$ cat src/logic/apc_pkg.sv
// shared constants and types for the converter sequencer
package apc_pkg;
	// control byte field positions
	localparam int POWER_MODE_HI_BIT        = 7;
	localparam int POWER_MODE_LO_BIT        = 6;
	localparam int SAMPLE_WINDOW_SELECT_BIT = 5;
	localparam int SPAN_SELECT_BIT          = 4;
	localparam int SIGNED_INPUT_SELECT_BIT  = 3;
	localparam int MUX_SEL_MSB              = 2;
	// power mode codes
	localparam logic [1:0] PM_NORMAL_EXT = 2'h0;
	localparam logic [1:0] PM_NORMAL_INT = 2'h1;
	localparam logic [1:0] PM_STANDBY    = 2'h2;
	localparam logic [1:0] PM_DEEP       = 2'h3;
	// reset values
	localparam logic [7:0] CONTROL_RESET = 8'h00;
	// timing counts in conversion-clock cycles
	localparam int ACQ_CYCLES  = 6;
	localparam int CONV_CYCLES = 12;
	// internal clock divider: 10 MHz divided by 7, down to about 1.43 MHz
	localparam int CLK_HZ      = 10000000;
	localparam int INT_CLK_HZ  = 1560000;
	localparam int INT_DIV     = (CLK_HZ + INT_CLK_HZ - 1) / INT_CLK_HZ;
	localparam int RESULT_W    = 12;

	typedef enum logic [1:0] {
		ST_IDLE,
		ST_ACQ_TIMED,
		ST_ACQ_OPEN,
		ST_CONVERT
	} apc_state_t;

	typedef struct packed {
		logic [1:0] power_mode;
		logic       sample_window_select;
		logic       span_select;
		logic       signed_input_select;
		logic [2:0] mux_sel;
	} apc_ctrl_t;
endpackage

$ cat src/logic/apc_seq.sv
// parallel-port control and conversion sequencing for a six-channel converter
`timescale 1ns/10ps
module apc_seq #(
	parameter int INT_DIV = apc_pkg::INT_DIV
) (
	// system
	input  wire logic                          I_CLK,
	input  wire logic                          I_RST,
	// host parallel port
	input  wire logic                          I_CS_N,
	input  wire logic                          I_WR_N,
	input  wire logic                          I_RD_N,
	input  wire logic [7:0]                    I_BUS_LINES,
	output logic      [apc_pkg::RESULT_W-1:0]  O_BUS_LINES,
	output logic                               O_BUS_LINES_OE_N,
	output logic                               O_DONE_N,
	// external conversion clock pin
	input  wire logic                          I_CONV_CLK,
	// analog front end
	input  wire logic                          I_CMP_ABOVE,
	output logic      [apc_pkg::RESULT_W-1:0]  O_DAC_CODE,
	output logic                               O_TRACK,
	output logic      [2:0]                    O_MUX_SEL,
	output logic                               O_SPAN_SELECT,
	output logic                               O_SIGNED_INPUT_SELECT,
	output logic                               O_STANDBY_SLEEP,
	output logic                               O_DEEP_SLEEP,
	output logic                               O_INT_CLK_SEL
);
	////////////////////////////////////////////////////////////////////////
	typedef struct packed {
		logic [2:0]                   cs_sync;
		logic [2:0]                   wr_sync;
		logic [2:0]                   rd_sync;
		logic [2:0]                   ck_sync;
		logic                         cs_n;
		logic                         wr_n;
		logic                         rd_n;
		logic                         ck;
		logic [7:0]                   bus_hold;
		apc_pkg::apc_ctrl_t           ctrl;
		logic                         int_clk;
		logic [1:0]                   pd_pending;
		logic [1:0]                   pd_active;
		apc_pkg::apc_state_t          state;
		logic [3:0]                   count;
		logic                         done_n;
		logic                         oe_n;
		logic [apc_pkg::RESULT_W-1:0] data_out;
		logic [7:0]                   div_cnt;
		logic                         sar_start;
		logic                         sar_step;
	} apc_state_reg_t;

	apc_state_reg_t s_reg;
	apc_state_reg_t s_next;
	logic [apc_pkg::RESULT_W-1:0] sar_trial;
	logic [apc_pkg::RESULT_W-1:0] sar_result;

	apc_sar #(
		.WIDTH     (apc_pkg::RESULT_W)
	) u_sar (
		.clk       (I_CLK),
		.rst       (I_RST),
		.start     (s_reg.sar_start),
		.step      (s_reg.sar_step),
		.cmp_above (I_CMP_ABOVE),
		.trial     (sar_trial),
		.result    (sar_result)
	);

	////////////////////////////////////////////////////////////////////////
	logic                   wr_rise;
	logic                   wr_fall;
	logic                   rd_fall;
	logic                   ext_tick;
	logic                   int_tick;
	logic                   tick;
	logic                   read_active;
	logic [7:0]             byte_in;
	logic                   new_int_clk;

	always_comb begin
		// a change counts once the second and third stages agree
		wr_rise = s_reg.wr_sync[1] & s_reg.wr_sync[2] & ~s_reg.wr_n;
		wr_fall = ~s_reg.wr_sync[1] & ~s_reg.wr_sync[2] & s_reg.wr_n;
		rd_fall = ~s_reg.rd_sync[1] & ~s_reg.rd_sync[2] & s_reg.rd_n;
		ext_tick = s_reg.ck_sync[1] & s_reg.ck_sync[2] & ~s_reg.ck;
		int_tick = (s_reg.div_cnt == 8'(INT_DIV - 1));
		tick = s_reg.int_clk ? int_tick : ext_tick;
		read_active = ~s_reg.cs_n & ~s_reg.rd_n;
		byte_in = s_reg.bus_hold;
		new_int_clk = s_reg.int_clk;
		if (byte_in[apc_pkg::POWER_MODE_HI_BIT] == 1'b0) begin
			new_int_clk = byte_in[apc_pkg::POWER_MODE_LO_BIT];
		end
	end

	always_comb begin
		s_next = s_reg;
		s_next.sar_start = 1'b0;
		s_next.sar_step  = 1'b0;
		s_next.cs_sync = {s_reg.cs_sync[1:0], I_CS_N};
		s_next.wr_sync = {s_reg.wr_sync[1:0], I_WR_N};
		s_next.rd_sync = {s_reg.rd_sync[1:0], I_RD_N};
		s_next.ck_sync = {s_reg.ck_sync[1:0], I_CONV_CLK};
		if (s_reg.cs_sync[1] == s_reg.cs_sync[2]) begin
			s_next.cs_n = s_reg.cs_sync[2];
		end
		if (s_reg.wr_sync[1] == s_reg.wr_sync[2]) begin
			s_next.wr_n = s_reg.wr_sync[2];
		end
		if (s_reg.rd_sync[1] == s_reg.rd_sync[2]) begin
			s_next.rd_n = s_reg.rd_sync[2];
		end
		if (s_reg.ck_sync[1] == s_reg.ck_sync[2]) begin
			s_next.ck = s_reg.ck_sync[2];
		end
		// bus lines are stable while the write strobe is low
		if (~s_reg.cs_n & ~s_reg.wr_n) begin
			s_next.bus_hold = I_BUS_LINES;
		end
		s_next.div_cnt = int_tick ? 8'h00 : s_reg.div_cnt + 8'h01;

		// wake on write falling edge
		if (wr_fall & ~s_reg.cs_n) begin
			s_next.pd_active  = 2'h0;
			s_next.pd_pending = 2'h0;
		end

		// conversion sequencing
		case (s_reg.state)
			apc_pkg::ST_ACQ_TIMED: begin
				if (tick) begin
					if (s_reg.count == 4'(apc_pkg::ACQ_CYCLES - 1)) begin
						s_next.state = apc_pkg::ST_CONVERT;
						s_next.count = 4'h0;
						s_next.sar_start = 1'b1;
					end else begin
						s_next.count = s_reg.count + 4'h1;
					end
				end
			end
			apc_pkg::ST_CONVERT: begin
				// the dac register lags the sar by a cycle, so a tick right
				// after a start would weigh the old trial; let that one pass
				if (tick && !s_reg.sar_start) begin
					s_next.sar_step = 1'b1;
					if (s_reg.count == 4'(apc_pkg::CONV_CYCLES - 1)) begin
						s_next.state = apc_pkg::ST_IDLE;
						s_next.done_n = 1'b0;
						s_next.pd_active = s_reg.pd_pending;
					end else begin
						s_next.count = s_reg.count + 4'h1;
					end
				end
			end
			default: begin
			end
		endcase

		// latch the last bit into the result once the step lands
		if (s_reg.state == apc_pkg::ST_IDLE && s_reg.done_n == 1'b0 && !read_active) begin
			s_next.data_out = sar_result;
			// sar yields offset binary; bipolar flips the top bit to twos complement
			if (s_reg.ctrl.signed_input_select) begin
				s_next.data_out[apc_pkg::RESULT_W-1] = ~sar_result[apc_pkg::RESULT_W-1];
			end
		end

		// read clears completion flag; a finish in the same cycle wins
		if (rd_fall & ~s_reg.cs_n & s_reg.done_n == 1'b0 & s_next.done_n == 1'b0
			& s_reg.state != apc_pkg::ST_CONVERT) begin
			s_next.done_n = 1'b1;
		end

		// write rising edge takes the control byte
		if (wr_rise & ~s_reg.cs_n) begin
			s_next.ctrl     = apc_pkg::apc_ctrl_t'(byte_in);
			s_next.int_clk  = new_int_clk;
			s_next.done_n   = 1'b1;
			s_next.count    = 4'h0;
			s_next.pd_pending = byte_in[apc_pkg::POWER_MODE_HI_BIT]
				? byte_in[7:6] : apc_pkg::PM_NORMAL_EXT;
			if (byte_in[apc_pkg::SAMPLE_WINDOW_SELECT_BIT]) begin
				s_next.state = apc_pkg::ST_ACQ_OPEN;
			end else if (s_reg.state == apc_pkg::ST_ACQ_OPEN) begin
				s_next.state = apc_pkg::ST_CONVERT;
				s_next.sar_start = 1'b1;
			end else begin
				s_next.state = apc_pkg::ST_ACQ_TIMED;
			end
		end

		// drive the port only while chip select and read are low
		s_next.oe_n = ~(~s_next.cs_n & ~s_next.rd_n);
	end

	always_ff @(posedge I_CLK) begin
		if (I_RST) begin
			s_reg          <= '0;
			s_reg.cs_sync  <= 3'h7;
			s_reg.wr_sync  <= 3'h7;
			s_reg.rd_sync  <= 3'h7;
			s_reg.cs_n     <= 1'b1;
			s_reg.wr_n     <= 1'b1;
			s_reg.rd_n     <= 1'b1;
			s_reg.ctrl     <= apc_pkg::apc_ctrl_t'(apc_pkg::CONTROL_RESET);
			s_reg.int_clk  <= 1'b0;
			s_reg.state    <= apc_pkg::ST_IDLE;
			s_reg.done_n   <= 1'b1;
			s_reg.oe_n     <= 1'b1;
		end else begin
			s_reg <= s_next;
		end
	end

	////////////////////////////////////////////////////////////////////////
	// output registers; every pin comes straight from a flop
	logic [apc_pkg::RESULT_W-1:0] dac_reg;
	logic                         track_reg;
	logic                         stby_reg;
	logic                         deep_reg;

	always_ff @(posedge I_CLK) begin
		if (I_RST) begin
			dac_reg   <= '0;
			track_reg <= 1'b0;
			stby_reg  <= 1'b0;
			deep_reg  <= 1'b0;
		end else begin
			dac_reg   <= sar_trial;
			track_reg <= (s_reg.state == apc_pkg::ST_ACQ_TIMED)
				|| (s_reg.state == apc_pkg::ST_ACQ_OPEN);
			// decoded from the next state so sleep flags keep their old timing
			stby_reg  <= (s_next.pd_active == apc_pkg::PM_STANDBY);
			deep_reg  <= (s_next.pd_active == apc_pkg::PM_DEEP);
		end
	end

	// coding is settled when the result is latched, so the port is a plain flop
	assign O_BUS_LINES = s_reg.data_out;
	assign O_BUS_LINES_OE_N      = s_reg.oe_n;
	assign O_DONE_N              = s_reg.done_n;
	assign O_DAC_CODE            = dac_reg;
	assign O_TRACK               = track_reg;
	assign O_MUX_SEL             = s_reg.ctrl.mux_sel;
	assign O_SPAN_SELECT         = s_reg.ctrl.span_select;
	assign O_SIGNED_INPUT_SELECT = s_reg.ctrl.signed_input_select;
	assign O_STANDBY_SLEEP       = stby_reg;
	assign O_DEEP_SLEEP          = deep_reg;
	assign O_INT_CLK_SEL         = s_reg.int_clk;
endmodule // apc_seq

$ cat src/logic/apc_sar.sv
// successive-approximation register, one bit per conversion step
`timescale 1ns/10ps
module apc_sar #(
	parameter int WIDTH = 12
) (
	input  wire logic             clk,
	input  wire logic             rst,
	input  wire logic             start,
	input  wire logic             step,
	input  wire logic             cmp_above,
	output logic [WIDTH-1:0]      trial,
	output logic [WIDTH-1:0]      result
);
	typedef struct packed {
		logic [WIDTH-1:0] code;
		logic [WIDTH-1:0] probe;
	} apc_sar_t;

	apc_sar_t s_reg;
	apc_sar_t s_next;

	always_comb begin
		s_next = s_reg;
		if (start) begin
			s_next.code  = '0;
			s_next.probe = {1'b1, {(WIDTH-1){1'b0}}};
		end else if (step && (s_reg.probe != '0)) begin
			// keep the probed bit when the input is at or above the trial level
			if (cmp_above) begin
				s_next.code = s_reg.code | s_reg.probe;
			end
			s_next.probe = s_reg.probe >> 1;
		end
	end

	always_ff @(posedge clk) begin
		if (rst) begin
			s_reg <= '0;
		end else begin
			s_reg <= s_next;
		end
	end

	assign trial  = s_reg.code | s_reg.probe;
	assign result = s_reg.code;
endmodule // apc_sar

$ cat config.mk
export PLATFORM = sky130hd
export DESIGN_NAME = apc_seq
export DESIGN_NICKNAME = d
export VERILOG_FILES = /design/src/logic/apc_pkg.sv /design/src/logic/apc_seq.sv /design/src/logic/apc_sar.sv
export SDC_FILE = /design/constraint.sdc
export NUM_CORES = 1
export LEC_CHECK = 0
export BUFFER_PORTS_ARGS = -buffer_cell sky130_fd_sc_hd__buf_2
export CAP_MARGIN = 5
export CORE_MARGIN = 1.5
export CORE_UTILIZATION = 60
export DETAILED_ROUTE_END_ITERATION = 10
export PLACE_DENSITY = 0.82
export REMOVE_ABC_BUFFERS = 1
export SLEW_MARGIN = 20
export SYNTH_ARGS = -nofsm -noshare
export SYNTH_HDL_FRONTEND = slang
export SYNTH_SLANG_ARGS = --single-unit
$ cat constraint.sdc
create_clock -name I_CLK -period 4.3 [get_ports I_CLK]
set_input_delay 0.645 -clock I_CLK [delete_from_list [all_inputs] [get_ports I_CLK]]
set_output_delay 0.645 -clock I_CLK [all_outputs]
set_load 0.05 [all_outputs]
# --- After elaboration in Yosys (flattened, before gate mapping) ---
# Index checks and enable logic that the tools add are counted.
classes:
  n_eq_ne: 20
  n_shift: 0
  magnitude_cmp: 0
  reduce_logical: 22
  addsub: 2
  div: 0
  bitwise: 34
  n_mul: 0
  n_mux: 30
op_table:
  columns: ["cell", "count"]
  rows:
  - ["$mux 12", 2]
  - ["$and 1x1->1", 17]
  - ["$mux 4", 4]
  - ["$not 1->1", 16]
  - ["$mux 1", 14]
  - ["$mux 2", 6]
  - ["$ne 3x3->1 const B", 4]
  - ["$or 12x12->12", 1]
  - ["$pmux 6 s2", 1]
  - ["$reduce_bool 12->1", 1]
  - ["$mux 9", 1]
  - ["$add 8x1->8 const B", 1]
  - ["$eq 2x2->1 const B", 4]
  - ["$eq 8x3->1 const B", 1]
  - ["$ne 2x2->1 const B", 4]
  - ["$reduce_or 2->1", 4]
  - ["$mux 7", 1]
  - ["$mux 6", 1]
  - ["$reduce_bool 2->1", 3]
  - ["$reduce_and 5->1", 1]
  - ["$add 4x1->4 const B", 1]
  - ["$eq 1x1->1", 4]
  - ["$eq 4x3->1 const B", 1]
  - ["$eq 4x4->1 const B", 1]
  - ["other kinds (9)", 14]
word_totals:
  output_inout_bits: 35
  inputBits: 15
  ram_bits: 0
  memories: 0
  wordCells: 138
  register_bits: 103
  romBits: 0
  latchBits: 0

# --- Depth between registers and ports, before layout ---
depth:
  word_depth: 13
  ltp_mapped: 7
  depth_no_buf: 6

# --- Cells and area by module ---
# A second synthesis with hierarchy kept.
unflattened:
  hier_cells: 427
  hier_area_um2: 4137.7
by_module_without_submodules:
  columns: ["mod", "cells_each", "seq_area_each_um2", "n_inst", "area_per_inst_um2"]
  rows:
  - ["apc_seq", 322, 1581.5, 1, 3130.5]
  - ["apc_sar", 105, 480.5, 1, 1007.2]

# --- Worst setup path before layout ---
# No wires, ideal clock.
synth_timing:
  path_type: "register -> register"
  from: "register s_reg[2] (netlist bit)"
  to: "register s_reg[26] (netlist bit)"
  n_path_buf: 1
  arrival_time_ns: 1.840
  path_slack_ns: 2.343
  required_ns: 4.183
  path_stages_with_launch: 8
  period_less_slack_ns: 1.957
  setup_time_ns: 0.117
  cell_sequence: "dfxtp_1 -> inv_1 -> ha_1 -> or4b_4 -> o41ai_4 -> buf_6 -> o211ai_2 -> a32o_1"
synth_via:
  elab_chain_len: 5
  elab_cells_between_ends: 6
  cone_classes: "3 x eq/ne; 1 x mux; 2 x reduce/logical"
synth_lines:
  columns: ["item", "line", "source"]
  rows:
  - ["start: declaration", "apc_seq.sv:55", "apc_state_reg_t s_reg;"]
  - ["start signal: assignment", "apc_seq.sv:214", "s_reg <= s_next;"]
  - ["$eq 8x3->1 *", "apc_seq.sv:89", "int_tick = (s_reg.div_cnt == 8'(INT_DIV - 1));"]
  - ["$mux 1 *", "apc_seq.sv:90", "tick = s_reg.int_clk ? int_tick : ext_tick;"]
  - ["$logic_and 1x1->1", "apc_seq.sv:147", "if (tick && !s_reg.sar_start) begin"]
  - ["$ne 2x2->1 (no source line)", null, null]
  - ["$reduce_and 4->1 (no source line) *", null, null]
# Mark *: on every way between the ends. The rest lies on a longest branch, timed or not.
# A chain may end at the register's enable or synchronous reset.

# --- Worst setup path after layout ---
layout_timing:
  from: "register s_reg[2] (netlist bit)"
  to: "register stby_reg, in the netlist O_STANDBY_SLEEP"
layout_via:
  elab_chain_len: 6
layout_lines:
  columns: ["item", "line", "source"]
  rows:
  - ["$eq 8x3->1", "apc_seq.sv:89", null]
  - ["$mux 1", "apc_seq.sv:90", null]
  - ["$logic_and 1x1->1", "apc_seq.sv:147", null]
  - ["$mux 9", "apc_seq.sv:147", null]
  - ["$mux 2", "apc_seq.sv:132", "case (s_reg.state)"]
  - ["$eq 2x2->1", "apc_seq.sv:236", "stby_reg <= (s_next.pd_active == apc_pkg::PM_STANDBY);"]
  - ["end signal: assignment", "apc_seq.sv:236", null]
  - ["end: declaration", "apc_seq.sv:222", "logic stby_reg;"]
# Every way passes these cells. The select of a mux whose other input is x is not followed.

==> impl_metrics.env <==
export IMPL_run_status="complete, no violations"
export IMPL_clock_root_buffer="clkbuf_8"
export IMPL_path_class="reg -> reg"
export IMPL_power_density_mw_per_mm2=364
export IMPL_antennaDiodeCount=0
export IMPL_synthArstFlopShare=0
export IMPL_maxCapViolations=0
export IMPL_cts_resized_gates=0
export IMPL_antenna_found_initial=0
export IMPL_die_area_mm2=0.00711
export IMPL_drtAntennaViolNets=0
export IMPL_path_buf_inv=1
export IMPL_dieWidth_um=84.3
export IMPL_p_total_mw=1.57
export IMPL_whs_ps=417
export IMPL_ys_warn_count=0
export IMPL_grt_pass1_vias=2714
export IMPL_rows=29
export IMPL_worst_path_stages=6
export IMPL_cts_buffers_inserted=9
export IMPL_port_buffers=49
export IMPL_endpoint_kind="flop"
export IMPL_cts_buffer_depth=2
export IMPL_finalSetupViolCount=0
export IMPL_leakage_nw=1.86
export IMPL_min_delay_path_depth=1
export IMPL_ctsHoldBuffers=0
export IMPL_fillers=509
export IMPL_syn_area_mm2=0.00397
export IMPL_fin_nets=479
export IMPL_cpLargestDelayFamily="compound AO/OA/AOI/OAI gates"
export IMPL_ir_drop_uv=263
export IMPL_synth_ff_type="dfxtp_1"
export IMPL_synth_seq_cells=103
export IMPL_slew_violations=0
export IMPL_rsz0062_at_grt="false"
export IMPL_start_util=0.621
export IMPL_cpPeakStageDelay_ps=700
export IMPL_drtIter0Drc=190
export IMPL_synthCells=421
export IMPL_drtPass1Iterations=4
export IMPL_hold_class="reg -> reg"
export IMPL_worstMarginPinSlew_ps=738
export IMPL_slew_headroom=0.506
export IMPL_htree_levels=3
export IMPL_dpl_hpwl_um=4860
export IMPL_drive_above_1_share=0.186
export IMPL_start_kind="flop"
export IMPL_synth_edf_count=0
export IMPL_area_growth_pct=9.11
export IMPL_wl_per_cell_um=13.5
export IMPL_vias=2937
export IMPL_globalplace_congestion=0.804
export IMPL_synth_seq_area_share=0.520
export IMPL_period_share=0.565
export IMPL_clock_sink_count=103
export IMPL_fp_dieH_um=84.3
export IMPL_r2r_cells=6
export IMPL_finClkSkew_ps=10.9
export IMPL_largest_register_ff_count=28
export IMPL_drc=0
export IMPL_setup_tns_ps=0
export IMPL_cts_clk_slew_worst_paths_ps=100
export IMPL_post_cts_buffers=0
export IMPL_arrival_ps=2670
export IMPL_grt_overflow_total=0
export IMPL_io_pins=50
export IMPL_synth_top_area_share=0.520
export IMPL_stdcell_count=534
export IMPL_clk_latency_ps=360
export IMPL_finalHoldViolations=0
export IMPL_seqCellArea_mm2=0.00206
export IMPL_dpl_cell_count=518
export IMPL_totalWireLength_um=7190
export IMPL_tritoncts="done"
export IMPL_grt_max_degree=45
export IMPL_min_period_ps=2430
export IMPL_yosysTopAreaCell="dfxtp_1"
export IMPL_yosys_top_cells_area="dfxtp_1 52%, nor2_1 7.3%, mux2i_1 6.6%"
export IMPL_grt_usage=0.209
export IMPL_via_per_inst=5.50
export IMPL_crit_chain="inv_1 -> ha_1 -> or4b_4 -> o41ai_4 -> nand2_2 -> mux2_1"
export IMPL_core_mm2=0.00639
export IMPL_grt_pass1_wl_um=12100
export IMPL_path_max_fanout=13
export IMPL_required_ps=4550
export IMPL_syn_avg_cell_area_um2=9.43
export IMPL_slowest_stage="o41ai_4"
export IMPL_max_freq_mhz=412
export IMPL_multi_input_area_mm2=0.00167
export IMPL_synthDistinctLibCells=52
## cells in the final DEF (no fill, tap or decap), drive strengths merged, types with 5 or more instances in the layout
cell,netlist,layout
a21oi,30,30
and3,5,5
buf,18,52
clkbuf,14,11
dfxtp,103,103
ha,12,12
inv,14,16
mux2i,26,26
nand2,29,29
nand3,8,8
nor2,77,77
nor2b,5,5
nor4,5,5
o21ai,11,11
or2,11,11
## cell type report
| class | count | share of cell area |
|---|---|---|
| Inverter | 15 | 0.0130 |
| Timing Repair Buffer | 52 | 0.0618 |
| Clock inverter | 5 | 0.00925 |
| Multi-Input combinational cell | 271 | 0.385 |
| Clock buffer | 11 | 0.0326 |
| Sequential cell | 103 | 0.476 |
| Tap cell | 77 | 0.0222 |
## per-stage QoR
step / util / area [um^2] / setup slack [ps]
2_1_floorplan: - / 3780 / 2150
3_3_place_gp: 0.650 / 4150 / 2020
3_5_place_dp: 0.650 / 4150 / 1900
4_1_cts: 0.678 / 4330 / 1890
5_1_grt: 0.678 / 4330 / 1790
6_report: 0.678 / 4330 / 1870
## worst reg2reg max path, cell delays in order, from the launching register on
cell and delay, ps:
dfxtp_1 370, inv_1 90, ha_1 130, or4b_4 480, o41ai_4 700, nand2_2 200
mux2_1 360
## Yosys cell counts (all sizes together) (4+ instances only)
cell    count
or2        11
o21ai      11
clkbuf     14
nor2b       5
o211ai      4
nor4        5
ha         12
and3        5
a21oi      30
inv        14
nor2       77
mux2i      26
buf        18
xor2        4
nand3       8
nand2      29
dfxtp     103
## logic make-up after synthesis
group,Yosys count,synth area share
AND/OR/NAND/NOR,161,0.191
adder cells (fa/ha/maj),13,0.0404
buffers and inverters,47,0.0605
XOR/XNOR,7,0.0154
flip-flops,103,0.520
AO/OA/AOI/OAI,63,0.105
multiplexers,27,0.0684
## power by group
group          internal (mW)  switching (mW)
Combinational         0.0186          0.0268
Clock                  0.231           0.326
Sequential             0.963         0.00921
## metal layers
metal	vias to the layer above	track usage	routed length [um]
met5	-	0	0
li1	1472	-	-
met4	0	0.0968	112
met1	1387	0.284	3360
met3	12	0.0423	327
met2	66	0.324	3380
## path summary, 6_finish.rpt
| check | end | slack [ps] | start |
|---|---|---|---|
| max reg2reg | O_STANDBY_SLEEP$_SDFF_PP0_ | 1870 | s_reg[2]$_SDFF_PP0_ |
| max | O_STANDBY_SLEEP$_SDFF_PP0_ | 1870 | s_reg[2]$_SDFF_PP0_ |
| min reg2reg | s_next[66]$_SDFF_PP1_ | 420 | s_next[65]$_SDFF_PP1_ |
| min | s_next[66]$_SDFF_PP1_ | 420 | s_next[65]$_SDFF_PP1_ |
No activity file was read; power rests on OpenSTA's default activity.
